===== src/design/perf_state_regs.vh =====
// register indices, field positions and reset values of the p-state block
// assumes inclusion by bare name from the design files
`ifndef PERF_STATE_REGS_VH
`define PERF_STATE_REGS_VH

`define ADDR_FIXED_RATE_COUNT   10'h0E7
`define ADDR_ACTUAL_RATE_COUNT  10'h0E8
`define ADDR_PERF_TARGET_CTL    10'h199
`define ADDR_PERF_CUR_STATUS    10'h198
`define ADDR_MISC_FEATURE_EN    10'h1A0
`define ADDR_CAP_LEAF_BASIC     10'h301
`define ADDR_CAP_LEAF_POWER     10'h306

`define MISC_PSTATE_EN_BIT      16
`define CAP_PSTATE_CTL_BIT      7
`define CAP_FEEDBACK_BIT        0
`define OP_POINT_W              16
`define COUNT_W                 64
`define COUNT_ZERO              64'h0000000000000000
`define COUNT_ONE               64'h0000000000000001
`define COUNT_MAX               64'hFFFFFFFFFFFFFFFF
`define DATA_ZERO               64'h0000000000000000

`endif


===== src/design/op_point_stepper.v =====
// operating-point stepper: one transition at a time, with a pending slot
// assumes a settle count of clk_en-enabled core_clk cycles per transition
`timescale 1ns/10ps
`default_nettype none

module op_point_stepper
#(
  parameter                  SETTLE_CYCLES = 16,
  parameter [15:0]           INIT_POINT    = 16'h0000
)
(
  input  wire                core_clk,
  input  wire                reset,
  input  wire                clk_en,
  input  wire                enable,
  input  wire                req_valid,
  input  wire [15:0]         req_point,
  output reg  [15:0]         cur_point_q,
  output wire                busy
);

  localparam [1:0] ST_IDLE = 2'b00;
  localparam [1:0] ST_MOVE = 2'b01;

  reg  [1:0]  state_q;
  reg  [15:0] target_q;
  reg  [15:0] pend_point_q;
  reg         pend_valid_q;
  reg  [15:0] wait_q;

  assign busy = (state_q == ST_MOVE);

  always @(posedge core_clk)
  begin
    if (reset)
    begin
      state_q      <= ST_IDLE;
      target_q     <= INIT_POINT;
      pend_point_q <= INIT_POINT;
      pend_valid_q <= 1'b0;
      wait_q       <= 16'h0000;
      cur_point_q  <= INIT_POINT;
    end
    else if (clk_en)
    begin
      if (req_valid)
      begin
        pend_point_q <= req_point;
        pend_valid_q <= 1'b1;
      end
      case (state_q)
        ST_IDLE:
        begin
          if (pend_valid_q && enable && !req_valid)
          begin
            target_q     <= pend_point_q;
            pend_valid_q <= 1'b0;
            wait_q       <= SETTLE_CYCLES[15:0];
            state_q      <= ST_MOVE;
          end
        end
        ST_MOVE:
        begin
          if (wait_q > 16'h0001)
            wait_q <= wait_q - 16'h0001;
          else
          begin
            cur_point_q <= target_q;
            state_q     <= ST_IDLE;
          end
        end
        default:
          state_q <= ST_IDLE;
      endcase
    end
  end

endmodule // op_point_stepper

`default_nettype wire


===== src/design/perf_state_ctl.v =====
// p-state control and feedback counters for one logical processor
// assumes a model-register access port and per-cycle increment strobes
//
// Overview of operation
// - transitions only with enable bit 16; reset clears
// - capability bit 07 reports p-state control
// - target write starts a transition
// - write during transition queued, applied afterwards
// - target reads return last in-range request
// - status shows point in force
// - operating-point encoding is a parameter
// - discrete step, no sleep, no hold-off
// - power leaf bit 0 reports counters
// - fixed counter runs at boot-set reference rate
// - actual counter follows delivered performance
// - own counter pair, counting only in C0
// - either overflow clears both, counting continues
// - both counters full 64 bits
// - each counter written independently
`timescale 1ns/10ps
`default_nettype none

`include "perf_state_regs.vh"

module perf_state_ctl
#(
  parameter                  SETTLE_CYCLES = 16,
  parameter [15:0]           INIT_POINT    = 16'h0000,
  parameter [15:0]           POINT_MIN     = 16'h0000,
  parameter [15:0]           POINT_MAX     = 16'hFFFF
)
(
  input  wire                core_clk,
  input  wire                reset,
  input  wire                clk_en,
  input  wire                reg_wr,
  input  wire                reg_rd,
  input  wire [9:0]          reg_addr,
  input  wire [63:0]         reg_wdata,
  output reg  [63:0]         reg_rdata,
  output reg                 reg_ack,
  output reg                 reg_err,
  input  wire                in_c0,
  input  wire                ref_tick,
  input  wire                perf_tick,
  output wire [15:0]         op_point,
  output wire                transition_busy,
  output wire                pstate_enabled
);

  reg  [63:0] misc_q;
  reg  [15:0] target_q;
  reg  [63:0] fixed_q;
  reg  [63:0] actual_q;
  reg  [63:0] fixed_d;
  reg  [63:0] actual_d;
  reg         wrap_fixed;
  reg         wrap_actual;
  wire [15:0] cur_point;
  wire        target_wr;
  wire        in_range;

  assign in_range  = (reg_wdata[15:0] >= POINT_MIN) && (reg_wdata[15:0] <= POINT_MAX);
  assign target_wr = reg_wr && (reg_addr == `ADDR_PERF_TARGET_CTL) && in_range;
  assign pstate_enabled  = misc_q[`MISC_PSTATE_EN_BIT];
  assign op_point        = cur_point;

  op_point_stepper
  #(
    .SETTLE_CYCLES (SETTLE_CYCLES),
    .INIT_POINT    (INIT_POINT)
  )
  u_stepper
  (
    .core_clk      (core_clk),
    .reset         (reset),
    .clk_en        (clk_en),
    .enable        (pstate_enabled),
    .req_valid     (target_wr),
    .req_point     (reg_wdata[15:0]),
    .cur_point_q   (cur_point),
    .busy          (transition_busy)
  );

  // counter next values
  always @*
  begin
    fixed_d     = fixed_q;
    actual_d    = actual_q;
    wrap_fixed  = 1'b0;
    wrap_actual = 1'b0;
    if (in_c0)
    begin
      if (ref_tick)
      begin
        wrap_fixed = (fixed_q == `COUNT_MAX);
        fixed_d    = fixed_q + `COUNT_ONE;
      end
      if (perf_tick)
      begin
        wrap_actual = (actual_q == `COUNT_MAX);
        actual_d    = actual_q + `COUNT_ONE;
      end
    end
    if (wrap_fixed || wrap_actual)
    begin
      fixed_d  = `COUNT_ZERO;
      actual_d = `COUNT_ZERO;
    end
    if (reg_wr && (reg_addr == `ADDR_FIXED_RATE_COUNT))
      fixed_d = reg_wdata;
    if (reg_wr && (reg_addr == `ADDR_ACTUAL_RATE_COUNT))
      actual_d = reg_wdata;
  end

  always @(posedge core_clk)
  begin
    if (reset)
    begin
      fixed_q  <= `COUNT_ZERO;
      actual_q <= `COUNT_ZERO;
      misc_q   <= `DATA_ZERO;
      target_q <= INIT_POINT;
    end
    else if (clk_en)
    begin
      fixed_q  <= fixed_d;
      actual_q <= actual_d;
      if (reg_wr && (reg_addr == `ADDR_MISC_FEATURE_EN))
        misc_q <= reg_wdata;
      if (target_wr)
        target_q <= reg_wdata[15:0];
    end
  end

  // read port and unmapped-address answer
  always @(posedge core_clk)
  begin
    if (reset)
    begin
      reg_rdata <= `DATA_ZERO;
      reg_ack   <= 1'b0;
      reg_err   <= 1'b0;
    end
    else if (clk_en)
    begin
      reg_ack   <= reg_rd || reg_wr;
      reg_err   <= 1'b0;
      reg_rdata <= `DATA_ZERO;
      if (reg_rd)
      begin
        if (reg_addr == `ADDR_FIXED_RATE_COUNT)
          reg_rdata <= fixed_q;
        else if (reg_addr == `ADDR_ACTUAL_RATE_COUNT)
          reg_rdata <= actual_q;
        else if (reg_addr == `ADDR_PERF_TARGET_CTL)
          reg_rdata <= {48'h000000000000, target_q};
        else if (reg_addr == `ADDR_PERF_CUR_STATUS)
          reg_rdata <= {48'h000000000000, cur_point};
        else if (reg_addr == `ADDR_MISC_FEATURE_EN)
          reg_rdata <= misc_q;
        else if (reg_addr == `ADDR_CAP_LEAF_BASIC)
          reg_rdata <= `COUNT_ONE << `CAP_PSTATE_CTL_BIT;
        else if (reg_addr == `ADDR_CAP_LEAF_POWER)
          reg_rdata <= `COUNT_ONE << `CAP_FEEDBACK_BIT;
        else
          reg_err <= 1'b1;
      end
      else if (reg_wr)
      begin
        if ((reg_addr != `ADDR_FIXED_RATE_COUNT) && (reg_addr != `ADDR_ACTUAL_RATE_COUNT)
            && (reg_addr != `ADDR_PERF_TARGET_CTL) && (reg_addr != `ADDR_MISC_FEATURE_EN))
          reg_err <= 1'b1;
        else if ((reg_addr == `ADDR_PERF_TARGET_CTL) && !in_range)
          reg_err <= 1'b1;
      end
    end
  end

endmodule // perf_state_ctl

`default_nettype wire


===== config.mk =====
export PLATFORM = sky130hd
export DESIGN_NAME = perf_state_ctl
export DESIGN_NICKNAME = d
export VERILOG_FILES = /design/src/design/op_point_stepper.v /design/src/design/perf_state_ctl.v
export VERILOG_INCLUDE_DIRS = /design/src /design/src/design
export SDC_FILE = /design/constraint.sdc
export NUM_CORES = 1
export LEC_CHECK = 0
export ABC_CLOCK_PERIOD_IN_PS = 2700
export BUFFER_PORTS_ARGS = -buffer_cell sky130_fd_sc_hd__buf_2
export CORE_MARGIN = 1.5
export CORE_UTILIZATION = 48
export CTS_BUF_LIST = sky130_fd_sc_hd__clkbuf_4 sky130_fd_sc_hd__clkbuf_8
export CTS_CLUSTER_DIAMETER = 60
export CTS_CLUSTER_SIZE = 12
export DETAILED_ROUTE_END_ITERATION = 10
export HOLD_SLACK_MARGIN = 0.1
export PLACE_DENSITY = 0.63
export SYNTH_ARGS = -nofsm -noshare
export SYNTH_HDL_FRONTEND = slang
export SYNTH_SLANG_ARGS = --single-unit

===== constraint.sdc =====
create_clock -name core_clk -period 2.7 [get_ports core_clk]
set_input_delay 0 -clock core_clk [delete_from_list [all_inputs] [get_ports core_clk]]
set_output_delay 0 -clock core_clk [all_outputs]
set_load 0.02 [all_outputs]

==> impl_metrics.ini, run 1 <==
[worst_setup_path]
critPathRequiredTime_ns = 3.20
end_kind = flip-flop
critPathCapture = fixed_q[60]$_SDFFE_PP0P_
worst-r2r-setup-slack_ns = 0.02
cp.arrival_ns = 3.18
crit_type = flip-flop to flip-flop
crit_start = fixed_q[24]$_SDFFE_PP0P_
r2r_cells = 6
start_kind = flip-flop
r2r-start = fixed_q[24]$_SDFFE_PP0P_
crit_fanout = 6
r2r-end = fixed_q[60]$_SDFFE_PP0P_

[sta]
max_freq_mhz = 373
setup_violations = 0
whs_ns = 0.180
relSlewSlack_pct = 39.6
slew_viol_final = 0
finalCritPeriodShare_pct = 99.4
rsz0062_at_grt = yes
hold_viol_final = 0
layout_setup_ws_ns = 0.0175
tightestPinTransition_ns = 0.905
period_minus_slack_ns = 2.68
skew_ns = 0.0257

[routing]
ant_nets = 0
met2_length_mm = 29.4
wl_met1_mm = 27.1
wl_per_cell_um = 21.7
route.detailed.drc = 0
wl_met3_mm = 5.69
drt-pass1-iter-count = 6
drtIter0Drc = 1980
dr_total_vias = 18858
postRouteWirelength_mm = 64.3
via_per_inst = 6.35
top_layer_used = met5

[hold_path]
min_path_type = primary input to flip-flop

[cts]
clkLatencyLatePin_ns = 0.59
cts_buffer_depth = 3
clkTransAtPathRegs_ns = 0.09
cts_sinks = 324
cts_tree = built
cts_root_buffer = clkbuf_8
htree_levels = 2
cts_buffers = 37

[final_layout]
register_area_um2 = 6490
nFillCells = 3225
fin_util_pct = 60.5
syn_to_final_growth_pct = 24.6
multi_input_area_um2 = 9450
drive_above_1_share_pct = 19.3
num-nets-final = 2578
design_area_um2 = 20800

[power]
ir_drop_uv = 394
powerDensity_nw_per_um2 = 432
power.leakage_uw = 0.00747

[placed_design]
pre_cts_ws_ns = -0.0752
io_buffer_count = 165
place_area_um2 = 19100
dp_hpwl_mm = 45.1
gp_congestion = 0.975

[logic_synthesis]
syn_nets = 2261
syn_area_per_cell_um2 = 7.67
synth_edf_count = 0
synth_area_um2 = 16700
synth_cells = 2175
ys_seq_area_share_pct = 38.9
ys_seq_elements = 324
ys_async_sr_fraction_pct = 0
synth_ff_type = dfxtp_1
ys_types = 72
yosysWarnings = 0

[floorplanning]
die_h_um = 189
std_cell_rows = 68
coreArea_um2 = 34400
io_pins = 166
die_w_um = 189
start_util_pct = 48.5
die-area_um2 = 35900

[grt]
overflow = 0
grt_util_all_layers_pct = 35.0
grt_pass1_wl_mm = 99.0
grt_pass1_vias = 17373
grt_max_degree = 78
antenna_found_initial = 3

[status]
status = finished, final reports clean

[job]
cap_viol_max_count = 0
[Yosys cell counts, types with 7 or more instances]
cell / n / share of area, %
a211oi_1: 9 / 0.41
a21o_1: 7 / 0.32
a21oi_1: 274 / 8.2
a221o_1: 11 / 0.66
a221oi_1: 33 / 1.7
a222oi_1: 26 / 1.6
a22o_1: 11 / 0.58
a22oi_1: 73 / 3.3
a31oi_1: 15 / 0.56
a32oi_1: 13 / 0.68
and2_1: 13 / 0.49
and3_1: 22 / 0.83
and4_1: 24 / 1.3
buf_2: 25 / 0.75
clkbuf_1: 127 / 2.9
dfxtp_1: 324 / 39
inv_1: 73 / 1.6
mux2i_1: 20 / 1.2
nand2_1: 358 / 8.1
nand3_1: 93 / 2.8
nand4_1: 41 / 1.5
nor2_1: 183 / 4.1
nor3_1: 62 / 1.9
nor4_1: 35 / 1.3
nor4_2: 7 / 0.53
o21a_1: 14 / 0.63
o21ai_0: 55 / 1.7
o22ai_1: 16 / 0.60
o31a_1: 16 / 0.84
o32ai_1: 54 / 2.8
or2_2: 9 / 0.34
or3_1: 16 / 0.60
or4_1: 11 / 0.50
xnor2_1: 15 / 0.79
xor2_1: 12 / 0.63
[power breakdown]
part	switching, uW	internal [uW]	total, uW
registers	26.1	4800	4820
logic	390	224	614
clock network	1920	1630	3550
total	2330	6660	8990
[cells in the final DEF (no fill, tap or decap), drive strengths merged, types with 48 or more instances in the layout]
cell type,count
clkbuf,48
inv,76
o21ai,56
o32ai,54
buf,363
dfxtp,324
dlygate4sd3,78
nor2,184
nand3,94
nand2,358
a22oi,73
a21oi,274
nor3,64
[how the worst min path moves through the flow]
stage	cells after the start	from	to	slack (ns)
2_1_floorplan	2	reg_wdata[35]	fixed_q[35]$_SDFFE_PP0P_	0.12
3_3_place_gp	3	reg_wdata[18]	misc_q[18]$_SDFFE_PP0P_	0.28
3_5_place_dp	3	reg_wdata[35]	fixed_q[35]$_SDFFE_PP0P_	0.28
4_1_cts	8	reg_addr[5]	reg_rdata[12]$_SDFFE_PP0P_	0.14
5_1_grt	8	reg_addr[5]	reg_rdata[12]$_SDFFE_PP0P_	0.22
6_report	8	reg_addr[5]	reg_rdata[12]$_SDFFE_PP0P_	0.18
[sequential cells by signal (all words and copies together) (netlist names), 16 cells and up]
name and flops:
reg_rdata 64, target_q 16, u_stepper.cur_point_q 16, misc_q 64, u_stepper.target_q 16, fixed_q 64
actual_q 64, u_stepper.wait_q 16
[repair_timing]
| action | 4_1_cts | 5_1_grt |
|---|---|---|
| pin swaps | 1 | 2 |
| resized for setup | 2 | 23 |
| setup buffers | 2 | 1 |
| endpoints found under the hold margin | 222 | 0 |
| hold buffers | 78 | 0 |
| setup endpoints to repair | 3 | 117 |
[per-stage QoR]
stage | instances | total power (uW) | TNS (ns)
after CTS | 2966 | 9020 | -0.0160
after global placement | 2827 | 5440 | -0.0540
final | 2968 | 8990 | 0
after floorplan | 2175 | 5160 | 0
after detailed placement | 2827 | 5450 | -0.137
after global routing | 2967 | 9260 | -0.00493
[final cells by class]
| type | count | share of cell area [%] |
|---|---|---|
| Multi-Input combinational cell | 1614 | 45.4 |
| Sequential cell | 324 | 31.2 |
| Timing Repair Buffer | 441 | 15.7 |
| Clock buffer | 48 | 3.03 |
| Tap cell | 455 | 2.74 |
| Inverter | 74 | 1.34 |
| Clock inverter | 11 | 0.476 |
| Antenna cell | 1 | 0.0120 |
[routing by layer]
metal	up-vias	track usage, %
met3	159	5.95
met5	-	0
met4	2	12.3
li1	8662	-
met1	9075	47.3
met2	960	56.2
[worst max-delay path: stages, from the launching register on]
cell and delay [ns]:
dfxtp_1 0.43, and3_1 0.44, and4b_1 0.41, nand3_2 0.18, or4_1 0.58, or4_1 0.43
a41oi_2 0.13
[cells by family (layout without fill, tap and decap cells)]
group | count (synthesis) | in the layout | synth area share [%]
simple gates | 911 | 911 | 26.5
compound gates | 652 | 652 | 26.0
flops | 324 | 324 | 38.9
buf+inv | 237 | 574 | 5.72
xor+xnor | 27 | 27 | 1.42
mux | 20 | 20 | 1.20
fa+ha+maj | 4 | 4 | 0.300
other cells | 0 | 1 | 0
Note: power is estimated with default switching activity, not from simulation.
==> run 2: changes to the inputs <==
- SYNTH_HIERARCHICAL: default -> 1
==> impl_metrics.ini, run 2 <==
[logic_synthesis]
ys_async_sr_fraction_pct = 0
synth-compound-area-share_pct = 25.1
yosysTopAreaCell = dfxtp_1
yosysMostFrequentCell = nand2_1
synthMuxAreaShare_pct = 1.17
synth_xor_xnor_area_share_pct = 1.23
synthTopCellsByArea = dfxtp_1, a21oi_1, nand2_1
synthSimpleGateAreaFrac_pct = 26.6
synthAdderAreaFrac_pct = 0.292
synth_edf_count = 0
synth_cells = 2268
syn_area_per_cell_um2 = 7.56
synthTopCellsByCount = nand2_1, a21oi_1, dfxtp_1, nor2_1, clkbuf_1
synth_top_area_share_pct = 39.7
synth_ff_type = dfxtp_1
synth_area_um2 = 17200
ys_seq_elements = 340
ys_seq_area_share_pct = 39.7
synth_top_family_by_area = simple AND/OR/NAND/NOR gates
syn_nets = 2354
ys_types = 81
yosysWarnings = 6

[cts]
htree_levels = 2
cts_buffers = 38
cts_root_buffer = clkbuf_8
cts_sinks = 340
cts_buffer_depth = 3
clkLatencyLatePin_ns = 0.61
clkTransAtPathRegs_ns = 0.09
cts_tree = built

[routing]
drt-pass1-iter-count = 6
postRouteWirelength_mm = 62.8
ant_nets = 0
drtIter0Drc = 1637
wl_per_cell_um = 20.2
dr_total_vias = 18829
via_per_inst = 6.07
route.detailed.drc = 0

[worst_setup_path]
crit_fanout = 15
critPathRequiredTime_ns = 3.17
start_kind = flip-flop
critPathTopFamily = buffers and inverters
end_kind = flip-flop
crit_top_cell = buf_4
slowest_stage = dfxtp_1
crit_type = flip-flop to flip-flop
path_buf_inv = 5
cpPeakStageDelay_ns = 0.34
cp.arrival_ns = 3.14
crit_chain = nand4_1, nor4_1, buf_4, nand4_1, buf_4, o2bb2ai_2, buf_4, a21oi_4, buf_4, buf_12, a221oi_1, nor3_1

[floorplanning]
start_util_pct = 48.5
io_pins = 166
die-area_um2 = 36900
std_cell_rows = 69
coreArea_um2 = 35400
die_w_um = 192
die_h_um = 192

[status]
status = finished, final reports clean

[grt]
grt_util_all_layers_pct = 33.1
grt_max_degree = 127
grt_pass1_vias = 17544
overflow = 0
antenna_found_initial = 0
grt_pass1_wl_mm = 96.6

[sta]
tightestPinTransition_ns = 0.865
period_minus_slack_ns = 2.67
layout_setup_ws_ns = 0.0321
slew_viol_final = 0
finalCritPeriodShare_pct = 98.8
rsz0062_at_grt = yes
relSlewSlack_pct = 42.4
max_freq_mhz = 375
skew_ns = 0.0184
setup_violations = 0
hold_viol_final = 0

[hold_path]
min_path_type = primary input to flip-flop

[power]
powerDensity_nw_per_um2 = 438
power.leakage_uw = 0.00774
ir_drop_uv = 411

[final_layout]
final_cell_mix = nand2_1, a21oi_1, dfxtp_1
nFillCells = 3320
fin_util_pct = 60.9
register_area_um2 = 6810
drive_above_1_share_pct = 20.5
syn_to_final_growth_pct = 25.6
num-nets-final = 2712
final_common_cell = nand2_1
diodes = 0
multi_input_area_um2 = 9480

[placed_design]
pre_cts_ws_ns = -0.138
io_buffer_count = 165
gp_congestion = 0.932
dp_hpwl_mm = 43.3

[job]
cap_viol_max_count = 0
==> run 2: worst register-to-register path: stages, from the launching register on <==
cell,delay (ns)
dfxtp_1,0.34
nand4_1,0.19
nor4_1,0.34
buf_4,0.19
nand4_1,0.12
buf_4,0.20
o2bb2ai_2,0.13
buf_4,0.17
a21oi_4,0.09
buf_4,0.21
buf_12,0.17
a221oi_1,0.28
nor3_1,0.09
==> run 2: final timing paths <==
kind	startpoint	slack (ns)	endpoint	cells after the start
worst max register to register	fixed_q[38]$_SDFFE_PP0P_	0.03	fixed_q[33]$_SDFFE_PP0P_	12
worst max-delay path	fixed_q[38]$_SDFFE_PP0P_	0.03	fixed_q[33]$_SDFFE_PP0P_	12
worst min register to register	misc_q[8]$_SDFFE_PP0P_	0.45	misc_q[8]$_SDFFE_PP0P_	2
worst min-delay path	reg_addr[9]	0.18	reg_rdata[0]$_SDFFE_PP0P_	6
==> run 2: kinds of logic after synthesis <==
| family | count (synthesis) |
|---|---|
| simple gates | 960 |
| xor+xnor | 24 |
| mux | 20 |
| compound gates | 692 |
| fa+ha+maj | 4 |
| flops | 340 |
| buf+inv | 228 |
==> run 2: timing repair <==
action	4_1_cts	5_1_grt
setup endpoints to repair	11	66
hold buffers	74	0
cloned	0	3
pin swaps	1	7
setup buffers	2	3
hold endpoints to repair	283	0
resized for setup	1	16
==> run 2: metal layers <==
metal	up-vias	track usage (%)	wire (um)
met4	0	13.7	2260
met5	-	0	0
li1	8926	-	-
met2	756	56.2	30000
met1	9005	41.6	26300
met3	142	5.21	4330
==> run 2: area by class of cell <==
type,count,area share [%]
flip-flops and latches,340,31.6
clock buffers,44,2.75
clock inverters,12,0.703
inverters,53,0.923
well taps,461,2.68
repair buffers,493,17.4
multi-input cells,1700,44.0
==> run 2: through the flow <==
step	cell area, um^2	setup TNS [ns]	std cells	power, uW	hold slack (ns)
2_1_floorplan	17200	0	2268	5430	0.116
5_1_grt	21500	-0.0323	3103	9730	0.179
4_1_cts	21400	0	3097	9490	0.134
3_5_place_dp	19900	-0.421	2965	5730	0.276
6_report	21500	0	3103	9430	0.180
3_3_place_gp	19900	-0.132	2965	5730	0.258
==> run 2: report_power, final <==
part / total [uW] / leakage, uW / internal [uW] / switching (uW)
combinational: 674 / 0.00462 / 260 / 414
clock: 3700 / 0.000376 / 1750 / 1950
sequential: 5050 / 0.00274 / 5040 / 16.6
